===== config.mk =====
export PLATFORM = sky130hd
export DESIGN_NAME = pwm_wave_outputs
export DESIGN_NICKNAME = d
export VERILOG_FILES = /design/src/logic/pwm_wave_pkg.sv /design/src/logic/pwm_wave_outputs.sv
export VERILOG_INCLUDE_DIRS = /design/src /design/src/logic
export SDC_FILE = /design/constraint.sdc
export NUM_CORES = 1
export LEC_CHECK = 0
export ABC_AREA = 1
export BUFFER_PORTS_ARGS = -buffer_cell sky130_fd_sc_hd__clkbuf_2
export CORE_MARGIN = 2
export CORE_UTILIZATION = 35
export CTS_BUF_LIST = sky130_fd_sc_hd__clkbuf_4
export DETAILED_ROUTE_END_ITERATION = 12
export PLACE_DENSITY_LB_ADDON = 0.15
export REMOVE_ABC_BUFFERS = 1
export SLEW_MARGIN = 20
export SYNTH_ARGS = -nofsm -noshare
export SYNTH_HDL_FRONTEND = slang
export SYNTH_SLANG_ARGS = --single-unit

===== constraint.sdc =====
create_clock -name clk_sys_i -period 3.4 [get_ports clk_sys_i]
set_input_delay 0.17 -clock clk_sys_i [delete_from_list [all_inputs] [get_ports clk_sys_i]]
set_output_delay 0.17 -clock clk_sys_i [all_outputs]
set_load 0.05 [all_outputs]

===== src/logic/pwm_wave_regs.svh =====
`ifndef PWM_WAVE_REGS_SVH
`define PWM_WAVE_REGS_SVH

// Register byte offsets.
`define PIN_EN_OFS      8'h00
`define PIN_SEL_OFS     8'h04
`define PWM_PERIOD_OFS  8'h08
`define PWM_DUTY_OFS    8'h0c
`define SQ_STEP_OFS     8'h10
`define STATUS_OFS      8'h14
`define SQ_DUTY_BASE    8'h40
`define SQ_DUTY_IDX_LSB 2
`define SQ_DUTY_IDX_MSB 5

// Status register field positions.
`define STATUS_PINS_LSB 0
`define STATUS_PWM_BIT  16

// Reset values.
`define PIN_EN_RST      16'h0000
`define PIN_SEL_RST     16'h0000
`define PWM_PERIOD_RST  16'h03e8
`define PWM_DUTY_RST    16'h01f4
`define SQ_STEP_RST     32'h0000_0000
`define SQ_DUTY_RST     8'h80

// Timing: one tick of the pulse-width counter is one microsecond.
`define CLK_PERIOD_NS   20
`define CLK_HZ          64'd50000000
`define TICK_NS         1000
`define TICK_CYCLES     (`TICK_NS / `CLK_PERIOD_NS)
`define SQ_MAX_HZ       64'd4000000
`define SQ_STEP_MAX     ((`SQ_MAX_HZ * 64'h1_0000_0000) / `CLK_HZ)

`endif


===== src/logic/pwm_wave_pkg.sv =====
package pwm_wave_pkg;

  typedef struct packed {
    logic [5:0]       tick_cnt;
    logic             tick;
    logic [15:0]      pwm_period;
    logic [15:0]      pwm_duty;
    logic [15:0]      pwm_cnt;
    logic             pwm_out;
    logic [31:0]      sq_step;
    logic [31:0]      sq_acc;
    logic [15:0][7:0] sq_duty;
    logic [15:0]      pin_en;
    logic [15:0]      pin_sel;
    logic [15:0]      pins;
    logic             bus_wait;
    logic [31:0]      rdata;
  } pwm_wave_state_t;

endpackage


===== src/logic/pwm_wave_outputs.sv =====
`timescale 1ns/1ps
`include "pwm_wave_regs.svh"

module pwm_wave_outputs
  import pwm_wave_pkg::*;
#(
  parameter int PINS = 16
) (
  input  wire logic        clk_sys_i,
  input  wire logic        srst_i,
  input  wire logic [7:0]  avs_address_i,
  input  wire logic        avs_read_i,
  input  wire logic        avs_write_i,
  input  wire logic [31:0] avs_writedata_i,
  input  wire logic [3:0]  avs_byteenable_i,
  output logic      [31:0] avs_readdata_o,
  output logic             avs_waitrequest_o,
  output logic      [15:0] pins_o
);

  localparam logic [5:0]  TICK_LAST = 6'(`TICK_CYCLES - 1);
  localparam logic [31:0] STEP_MAX  = 32'(`SQ_STEP_MAX);

  pwm_wave_state_t st_reg;
  pwm_wave_state_t st_next;
  logic [PINS-1:0] level;
  logic            req;
  logic [31:0]     wmask;

  function automatic logic [31:0] merge(input logic [31:0] old_v, input logic [31:0] new_v,
                                        input logic [31:0] mask);
    merge = (old_v & ~mask) | (new_v & mask);
  endfunction

  assign req   = avs_read_i | avs_write_i;
  assign wmask = {{8{avs_byteenable_i[3]}}, {8{avs_byteenable_i[2]}},
                  {8{avs_byteenable_i[1]}}, {8{avs_byteenable_i[0]}}};

  ////////////////////////////////////////////////////////////////////////////
  // Per-pin selection between the pulse-width and the square-wave source.

  generate
    for (genvar i = 0; i < PINS; i++) begin : g_pin
      assign level[i] = st_reg.pin_en[i] &
                        (st_reg.pin_sel[i] ?
                         (st_reg.sq_acc[31:24] < st_reg.sq_duty[i]) :
                         st_reg.pwm_out);
    end
  endgenerate

  ////////////////////////////////////////////////////////////////////////////
  // Next-state logic.

  always_comb begin
    logic [31:0] wv;
    logic [31:0] step_w;
    wv      = 32'h0000_0000;
    step_w  = 32'h0000_0000;
    st_next = st_reg;

    // One-microsecond tick from the system clock.
    st_next.tick = 1'b0;
    if (st_reg.tick_cnt == TICK_LAST) begin
      st_next.tick_cnt = 6'h00;
      st_next.tick     = 1'b1;
    end else begin
      st_next.tick_cnt = st_reg.tick_cnt + 6'h01;
    end

    // The period in ticks is also the number of duty steps.
    if (st_reg.tick) begin
      if (st_reg.pwm_cnt >= st_reg.pwm_period - 16'h0001) begin
        st_next.pwm_cnt = 16'h0000;
      end else begin
        st_next.pwm_cnt = st_reg.pwm_cnt + 16'h0001;
      end
    end
    // A duty at or above the period stays high even while the counter catches up with a
    // shortened period.
    st_next.pwm_out = (st_reg.pwm_cnt < st_reg.pwm_duty) ||
                      (st_reg.pwm_duty >= st_reg.pwm_period);

    // A zero step leaves the phase, and with it every square-source pin, standing still.
    st_next.sq_acc = st_reg.sq_acc + st_reg.sq_step;
    st_next.pins   = level[15:0];

    // Bus slave: one wait state, then the access completes.
    st_next.bus_wait = ~(req & st_reg.bus_wait);
    if (req && st_reg.bus_wait) begin
      unique case (avs_address_i)
        `PIN_EN_OFS:     st_next.rdata = {16'h0000, st_reg.pin_en};
        `PIN_SEL_OFS:    st_next.rdata = {16'h0000, st_reg.pin_sel};
        `PWM_PERIOD_OFS: st_next.rdata = {16'h0000, st_reg.pwm_period};
        `PWM_DUTY_OFS:   st_next.rdata = {16'h0000, st_reg.pwm_duty};
        `SQ_STEP_OFS:    st_next.rdata = st_reg.sq_step;
        `STATUS_OFS: begin
          st_next.rdata = 32'h0000_0000;
          st_next.rdata[`STATUS_PINS_LSB +: 16] = st_reg.pins;
          st_next.rdata[`STATUS_PWM_BIT]        = st_reg.pwm_out;
        end
        default: begin
          if (avs_address_i[7:6] == 2'(`SQ_DUTY_BASE >> 6) && avs_address_i[1:0] == 2'b00) begin
            st_next.rdata = {24'h000000,
                             st_reg.sq_duty[avs_address_i[`SQ_DUTY_IDX_MSB:`SQ_DUTY_IDX_LSB]]};
          end else begin
            st_next.rdata = 32'h0000_0000;
          end
        end
      endcase
    end

    if (avs_write_i && !st_reg.bus_wait) begin
      unique case (avs_address_i)
        `PIN_EN_OFS: begin
          wv = merge({16'h0000, st_reg.pin_en}, avs_writedata_i, wmask);
          st_next.pin_en = wv[15:0];
        end
        `PIN_SEL_OFS: begin
          wv = merge({16'h0000, st_reg.pin_sel}, avs_writedata_i, wmask);
          st_next.pin_sel = wv[15:0];
        end
        `PWM_PERIOD_OFS: begin
          wv = merge({16'h0000, st_reg.pwm_period}, avs_writedata_i, wmask);
          // A period below one tick would exceed one megahertz.
          st_next.pwm_period = (wv[15:0] == 16'h0000) ? 16'h0001 : wv[15:0];
        end
        `PWM_DUTY_OFS: begin
          wv = merge({16'h0000, st_reg.pwm_duty}, avs_writedata_i, wmask);
          st_next.pwm_duty = wv[15:0];
        end
        `SQ_STEP_OFS: begin
          step_w = merge(st_reg.sq_step, avs_writedata_i, wmask);
          st_next.sq_step = (step_w > STEP_MAX) ? STEP_MAX : step_w;
        end
        `STATUS_OFS: begin
          st_next.sq_step = st_reg.sq_step;
        end
        default: begin
          if (avs_address_i[7:6] == 2'(`SQ_DUTY_BASE >> 6) && avs_address_i[1:0] == 2'b00 &&
              avs_byteenable_i[0]) begin
            st_next.sq_duty[avs_address_i[`SQ_DUTY_IDX_MSB:`SQ_DUTY_IDX_LSB]] =
              avs_writedata_i[7:0];
          end
        end
      endcase
    end
  end

  ////////////////////////////////////////////////////////////////////////////
  // State register.

  always_ff @(posedge clk_sys_i) begin
    if (srst_i) begin
      st_reg            <= '0;
      st_reg.pwm_period <= `PWM_PERIOD_RST;
      st_reg.pwm_duty   <= `PWM_DUTY_RST;
      st_reg.sq_step    <= `SQ_STEP_RST;
      st_reg.sq_duty    <= {16{`SQ_DUTY_RST}};
      st_reg.pin_en     <= `PIN_EN_RST;
      st_reg.pin_sel    <= `PIN_SEL_RST;
      st_reg.bus_wait   <= 1'b1;
    end else begin
      st_reg <= st_next;
    end
  end

  assign avs_readdata_o    = st_reg.rdata;
  assign avs_waitrequest_o = st_reg.bus_wait;
  assign pins_o            = st_reg.pins;
endmodule // pwm_wave_outputs


==> reports/qor.yml, run 1 <==
status: "complete, no violations"
cp-start-kind: "flop"
leakage_nw: 9.25
grt_overflow: 0
io_buffers: 96
cts_max_path_buffers: 3
grt_pass1_wl_um: 103000
slew_viol_final: 0
utilization_pct: 40.6
critPathKind: "flop to flop"
drive_above_1_share_pct: 10.7
row_count: 86
rsz0062_at_grt: "false"
gp_congestion: 0.881
synth_area_leaders: "dfxtp_1 (34%), ha_1 (12%), a21oi_1 (9.6%), o21ai_0 (8.3%), nand2_1 (7.6%)"
avgSynthCellArea_um2: 7.21
max-vdd-ir-drop_uv: 180
dieWidth_um: 240
core_mm2: 0.0550
via_per_inst: 5.21
firstDrtPassIters: 5
timing.hold.ws_ns: 0.0747
synth_area_mm2: 0.0194
slew_headroom_pct: 32.0
r2r_slack_ns: 0.34
synth_largest_area_cell: "dfxtp_1"
r2r-end: "st_reg[281]"
place_worst_setup_slack_ns: 0.195
cts_tree: "yes"
track_usage_pct: 23.0
antenna_found_initial: 2
final.min_clock_period_ns: 3.06
drt_wl_total_um: 65800
cts_num_sinks: 329
synthArstFlopShare_pct: 0
synth_edf_count: 0
remaining_drc_errors: 0
synth-main-ff-cell: "dfxtp_1"
yosysWarningCount: 0
hold_class: "primary input to flop"
total_power_w: 0.00810
vias: 19107
skew_ns: 0.0696
crit_start: "st_reg[307]"
worstPathMaxFanout: 16
cp.required_ns: 4.16
setup_slack_ns: 0.339
synth_top_cell_area_share_pct: 33.9
grt_max_degree: 171
rr_worst_depth: 20
wl_per_cell_um: 17.9
nets: 3095
area_growth_pct: 14.7
p_per_area_mw_per_mm2: 363
crit_path_end_kind: "flop"
report.final.hold_viol_count: 0
nFillCells: 5818
cts-buffers-inserted: 97
grt_pass1_vias: 18371
fin_crit_sh_pct: 90.0
io_pins: 97
worst_pin_slew_ns: 1.01
die_area_mm2: 0.0575
endpoint: "st_reg[281]"
synth-seq-area-share_pct: 33.9
start_util_pct: 35.4
cp.arrival_ns: 3.82
netlist_instances: 2697
clk_latency_ns: 0.89
cts_htree_levels: 3
maxCapViolations: 0
post-cts-setup-buffers: 0
ys_types: 46
ant_nets: 0
fmax_ghz: 0.327
drt_iter0_drc: 1200
dpl.hpwl_um: 47300
setup_viol: 0
path_clk_slew_ns: 0.07
root_buffer: "clkbuf_4"
die_h_um: 240
synth-seq-cells: 329
rr_startpoint: "st_reg[307]"
[synth_stat cells, types with 12 or more instances]
| library cell | count |
|---|---|
| inv_1 | 334 |
| nand3_1 | 77 |
| buf_4 | 65 |
| o211ai_1 | 69 |
| clkbuf_1 | 81 |
| o22ai_1 | 74 |
| nand4_1 | 36 |
| o21ai_0 | 323 |
| buf_2 | 12 |
| nor3_1 | 31 |
| xor2_1 | 21 |
| dfxtp_1 | 329 |
| a21oi_1 | 372 |
| nand2_1 | 394 |
| nor2_1 | 182 |
| o21a_1 | 27 |
| ha_1 | 194 |
[report_power, final]
group          total [W]  internal (W)  switching, W
Sequential       0.00387       0.00386     0.0000113
Clock            0.00376       0.00191       0.00184
Combinational   0.000475      0.000146      0.000329
Total            0.00810       0.00592       0.00218
[through the flow]
stage                     cells  TNS, ns  instance area, um2
after floorplan            2536    -6.66               18600
after global placement     3437        0               20500
after detailed placement   3437        0               20500
after CTS                  3661        0               22300
after global routing       3666        0               22300
final                      3666        0               22300
[worst max-delay path, cell delays in order (launching register included)]
cell     delay [ns]
dfxtp_1        0.32
inv_1          0.13
ha_1           0.21
nand3_1        0.16
nor2_1         0.22
nand3_1        0.13
nor3_1         0.26
nand3_1        0.13
xor2_1         0.15
inv_1          0.06
ha_1           0.26
nand2_1        0.06
inv_1          0.05
nand3_1        0.08
nor3_1         0.19
nand2_1        0.07
nand3_1        0.08
nand2_1        0.05
nand2_1        0.10
buf_12         0.15
nor2_1         0.04
[logic make-up (layout without fill, tap and decap cells)]
kind of cell	after synthesis	in the layout	share of synthesized area (%)
compound gates	900	900	25.3
xor+xnor	29	29	1.31
fa+ha+maj	195	195	12.6
buf+inv	504	721	11.1
flops	329	329	33.9
mux	1	1	0.0515
other cells	0	4	0
simple gates	739	739	15.8
[layout by cell type, fill, tap and decap left out, types with 2 or more instances in the layout]
| cell | count |
|---|---|
| o21ai_0 | 323 |
| o2111ai_1 | 2 |
| a211oi_1 | 3 |
| clkbuf_4 | 138 |
| a21o_1 | 2 |
| nor2_1 | 180 |
| xor2_1 | 21 |
| o21a_1 | 27 |
| o22ai_1 | 74 |
| nor2_2 | 7 |
| dfxtp_1 | 329 |
| inv_2 | 2 |
| clkinv_1 | 27 |
| nand2_1 | 394 |
| xnor2_1 | 8 |
| nand3_1 | 77 |
| buf_12 | 2 |
| a21oi_1 | 372 |
| buf_4 | 56 |
| nor3_2 | 2 |
| nor3b_1 | 2 |
| o221ai_1 | 5 |
| ha_1 | 194 |
| clkbuf_2 | 95 |
| nor4_1 | 5 |
| nand4_1 | 36 |
| dlygate4sd3_1 | 63 |
| a21boi_0 | 4 |
| o211ai_1 | 69 |
| a31oi_1 | 7 |
| o21bai_1 | 6 |
| diode_2 | 4 |
| nor3_1 | 29 |
| inv_1 | 333 |
[final cells by class]
cell class	count	area (um2)	share of cell area [%]
timing repair buffer	217	1590	7.15
clock buffer	138	1040	4.64
clock inverter	23	121	0.544
tap	748	936	4.20
antenna	4	10.0	0.0449
inverter	343	1290	5.79
multi-input combinational	1864	10700	48.1
sequential	329	6590	29.5
[metal layers]
metal / vias up / GRT usage (%) / wire length [um] / share of wire (%)
met4: 0 / 7.33 / 1770 / 2.7
li1: 9529 / - / - / -
met2: 529 / 37.5 / 29800 / 45
met5: - / 0 / 0 / 0
met1: 8918 / 30.5 / 30400 / 46
met3: 131 / 4.43 / 3690 / 5.6
[timing repair]
| action | CTS | global route |
|---|---|---|
| hold buffers | 63 | 0 |
| resized for setup | 0 | 2 |
| endpoints found under the hold margin | 151 | 0 |
| setup endpoints to repair | 0 | 16 |
[worst min-delay path by stage]
stage | start | cells past startpoint | slack, ns | to
finish | avs_byteenable_i[3] | 5 | 0.07 | st_reg[268]
global route | avs_address_i[4] | 8 | 0.06 | avs_readdata_o[7]
CTS | avs_byteenable_i[3] | 5 | 0.009 | st_reg[268]
detailed placement | avs_readdata_o[12] | 2 | 0.46 | avs_readdata_o[12]
global placement | avs_writedata_i[8] | 3 | 0.45 | flop
floorplan | srst_i | 1 | 0.24 | st_reg[210]
(Power assumes the default switching activity.)
==> run 2, diff against run 1 <==
--- a/config.mk
+++ b/config.mk
@@ -11,9 +11,11 @@
 export CORE_MARGIN = 2
 export CORE_UTILIZATION = 35
 export CTS_BUF_LIST = sky130_fd_sc_hd__clkbuf_4
+export CTS_CLUSTER_DIAMETER = 100
 export DETAILED_ROUTE_END_ITERATION = 12
 export PLACE_DENSITY_LB_ADDON = 0.15
 export REMOVE_ABC_BUFFERS = 1
+export SETUP_SLACK_MARGIN = 0.15
 export SLEW_MARGIN = 20
 export SYNTH_ARGS = -nofsm -noshare
 export SYNTH_HDL_FRONTEND = slang
==> constraint.sdc (replaced) <==
create_clock -name clk_sys_i -period 2.6 [get_ports clk_sys_i]
set_input_delay 0.13 -clock clk_sys_i [delete_from_list [all_inputs] [get_ports clk_sys_i]]
set_output_delay 0.13 -clock clk_sys_i [all_outputs]
set_load 0.05 [all_outputs]
==> run 2 against run 1 <==
  * The flow now finishes with violations (negative setup slack)
  * Design area is 4.8% higher
  * Global-route usage is 0.17 points higher
  * Via count is 2.2% higher
  * Largest power group unchanged
==> reports/qor.yml, run 2 (synthesis results as in run 1) <==
row_count: 86
grt_pass1_wl_um: 104000
antenna_found_initial: 1
firstDrtPassIters: 5
io_pins: 97
skew_ns: 0.0605
rr_worst_depth: 22
core_mm2: 0.0550
r2r-end: "st_reg[287]"
report.final.hold_viol_count: 0
status: "finished with violations"
die_area_mm2: 0.0575
fin_crit_sh_pct: 108
cp.arrival_ns: 3.54
layout.cells.most_common_list: "nand2_1 (388), a21oi_1 (367), inv_1 (327), dfxtp_1 (325), o21ai_0 (317)"
gp_congestion: 0.914
io_buffers: 96
drt_iter0_drc: 1091
die_h_um: 240
crit_start: "st_reg[306]"
cts_max_path_buffers: 3
swShare_pct: 26.9
pwr-share-comb_pct: 6.2
via_per_inst: 5.19
rr_startpoint: "st_reg[306]"
failed_checks: "negative setup slack"
drt_wl_total_um: 67100
cts_tree: "yes"
hold_class: "primary input to flop"
setup_viol: 16
track_usage_pct: 23.2
area_growth_pct: 20.2
vias: 19518
place_inst: 3490
worst_pin_slew_ns: 0.962
rsz0062_at_grt: "true"
grt_max_degree: 142
dieWidth_um: 240
critPathKind: "flop to flop"
mostFrequentLayoutCell: "nand2_1"
r2r_slack_ns: -0.22
setup_slack_ns: -0.215
instances_no_fill: 3759
cts-buffers-inserted: 95
root_buffer: "clkbuf_4"
worstPathMaxFanout: 8
max-vdd-ir-drop_uv: 227
fmax_ghz: 0.355
worstPathCellList: "inv_2, buf_6, ha_4, nand3_4, nor2_4, nand3_2, nor3_2, nand3_1, xor2_1, inv_1, ha_4, nand2_2, inv_2, nand3_2, nor3_2, nand2_1, nand3_1, nand2_1, nand2_2, buf_6, buf_12, nor2_4"
place_worst_setup_slack_ns: -0.433
leakage_nw: 9.79
ant_nets: 0
cp-start-kind: "flop"
p_per_area_mw_per_mm2: 454
wl_per_cell_um: 17.8
cts_htree_levels: 3
drive_above_1_share_pct: 15.2
finalSetupTns_ns: -3.20
slowest_delay_ns: 0.33
start_util_pct: 35.4
cp.required_ns: 3.33
clk_latency_ns: 0.86
slew_headroom_pct: 35.5
dpl.hpwl_um: 47700
clock_power_share_pct: 46.1
crit_path_end_kind: "flop"
maxCapViolations: 0
remaining_drc_errors: 0
hold_depth: 4
min_from: "avs_writedata_i[8]"
final.min_clock_period_ns: 2.82
cts_num_sinks: 329
cpMaxStageDelayCell: "dfxtp_2"
grt_pass1_vias: 18850
p_int_w: 0.00775
p_sw_w: 0.00285
nets: 3182
slew_viol_final: 0
p_seq_share_pct: 47.7
path_clk_slew_ns: 0.07
grt_overflow: 0
==> run 2: routing by layer <==
metal  vias up  track usage [%]  part of all wire, %
li1       9718                -                    -
met1      9129             31.0                   47
met2       545             37.2                   45
met3       126             3.52                  5.3
met4         0             9.47                  3.2
met5         -                0                    0
==> run 2: critical path, delay by kind of cell (launching register included) <==
| kind | cells | cell delay, ns |
|---|---|---|
| AND/OR/NAND/NOR | 13 | 1.24 |
| buffers and inverters | 6 | 0.56 |
| adder cells (fa/ha/maj) | 2 | 0.41 |
| flip-flops | 1 | 0.33 |
| XOR/XNOR | 1 | 0.15 |
==> run 2: final cells by class <==
type | instances | area [um2]
sequential | 329 | 6590
fill | 5740 | 31600
multi-input combinational | 1864 | 11000
inverter | 343 | 1290
antenna | 1 | 2.50
tap | 748 | 936
clock buffer | 143 | 1070
timing repair buffer | 306 | 2370
clock inverter | 25 | 97.6
==> run 2: repair_timing <==
action,CTS,global route
hold endpoints to repair,274,0
gates cloned,1,0
buffers inserted,22,5
endpoints found under the setup margin,21,55
hold buffers,72,0
pin swaps,16,22
gates resized for setup,39,58
==> run 2: how the worst max path moves through the flow <==
stage                  endpoint  slack, ns
detailed placement  st_reg[289]      -0.43
CTS                 st_reg[288]      -0.25
global route        st_reg[287]      -0.42
global placement    st_reg[289]      -0.33
finish              st_reg[287]      -0.22
floorplan                  flop      -0.99
==> run 2: stage by stage <==
step           total power (W)  instance area [um2]  hold WS, ns  util (%)
2_1_floorplan          0.00541                18600        0.197         -
3_3_place_gp           0.00572                20900        0.421      38.0
3_5_place_dp           0.00573                20900        0.427      38.0
4_1_cts                 0.0107                23100       0.0464      42.0
5_1_grt                 0.0111                23400        0.133      42.5
6_report                0.0106                23400        0.119      42.5
==> run 2: power by group through the flow <==
| stage | Sequential [W] | Combinational, W | Clock (W) |
|---|---|---|---|
| after detailed placement | 0.00517 | 0.000552 | 0 |
| after global routing | 0.00506 | 0.000700 | 0.00529 |
| after floorplan | 0.00517 | 0.000235 | 0 |
| final | 0.00506 | 0.000657 | 0.00489 |
| after CTS | 0.00506 | 0.000642 | 0.00504 |
| after global placement | 0.00517 | 0.000550 | 0 |
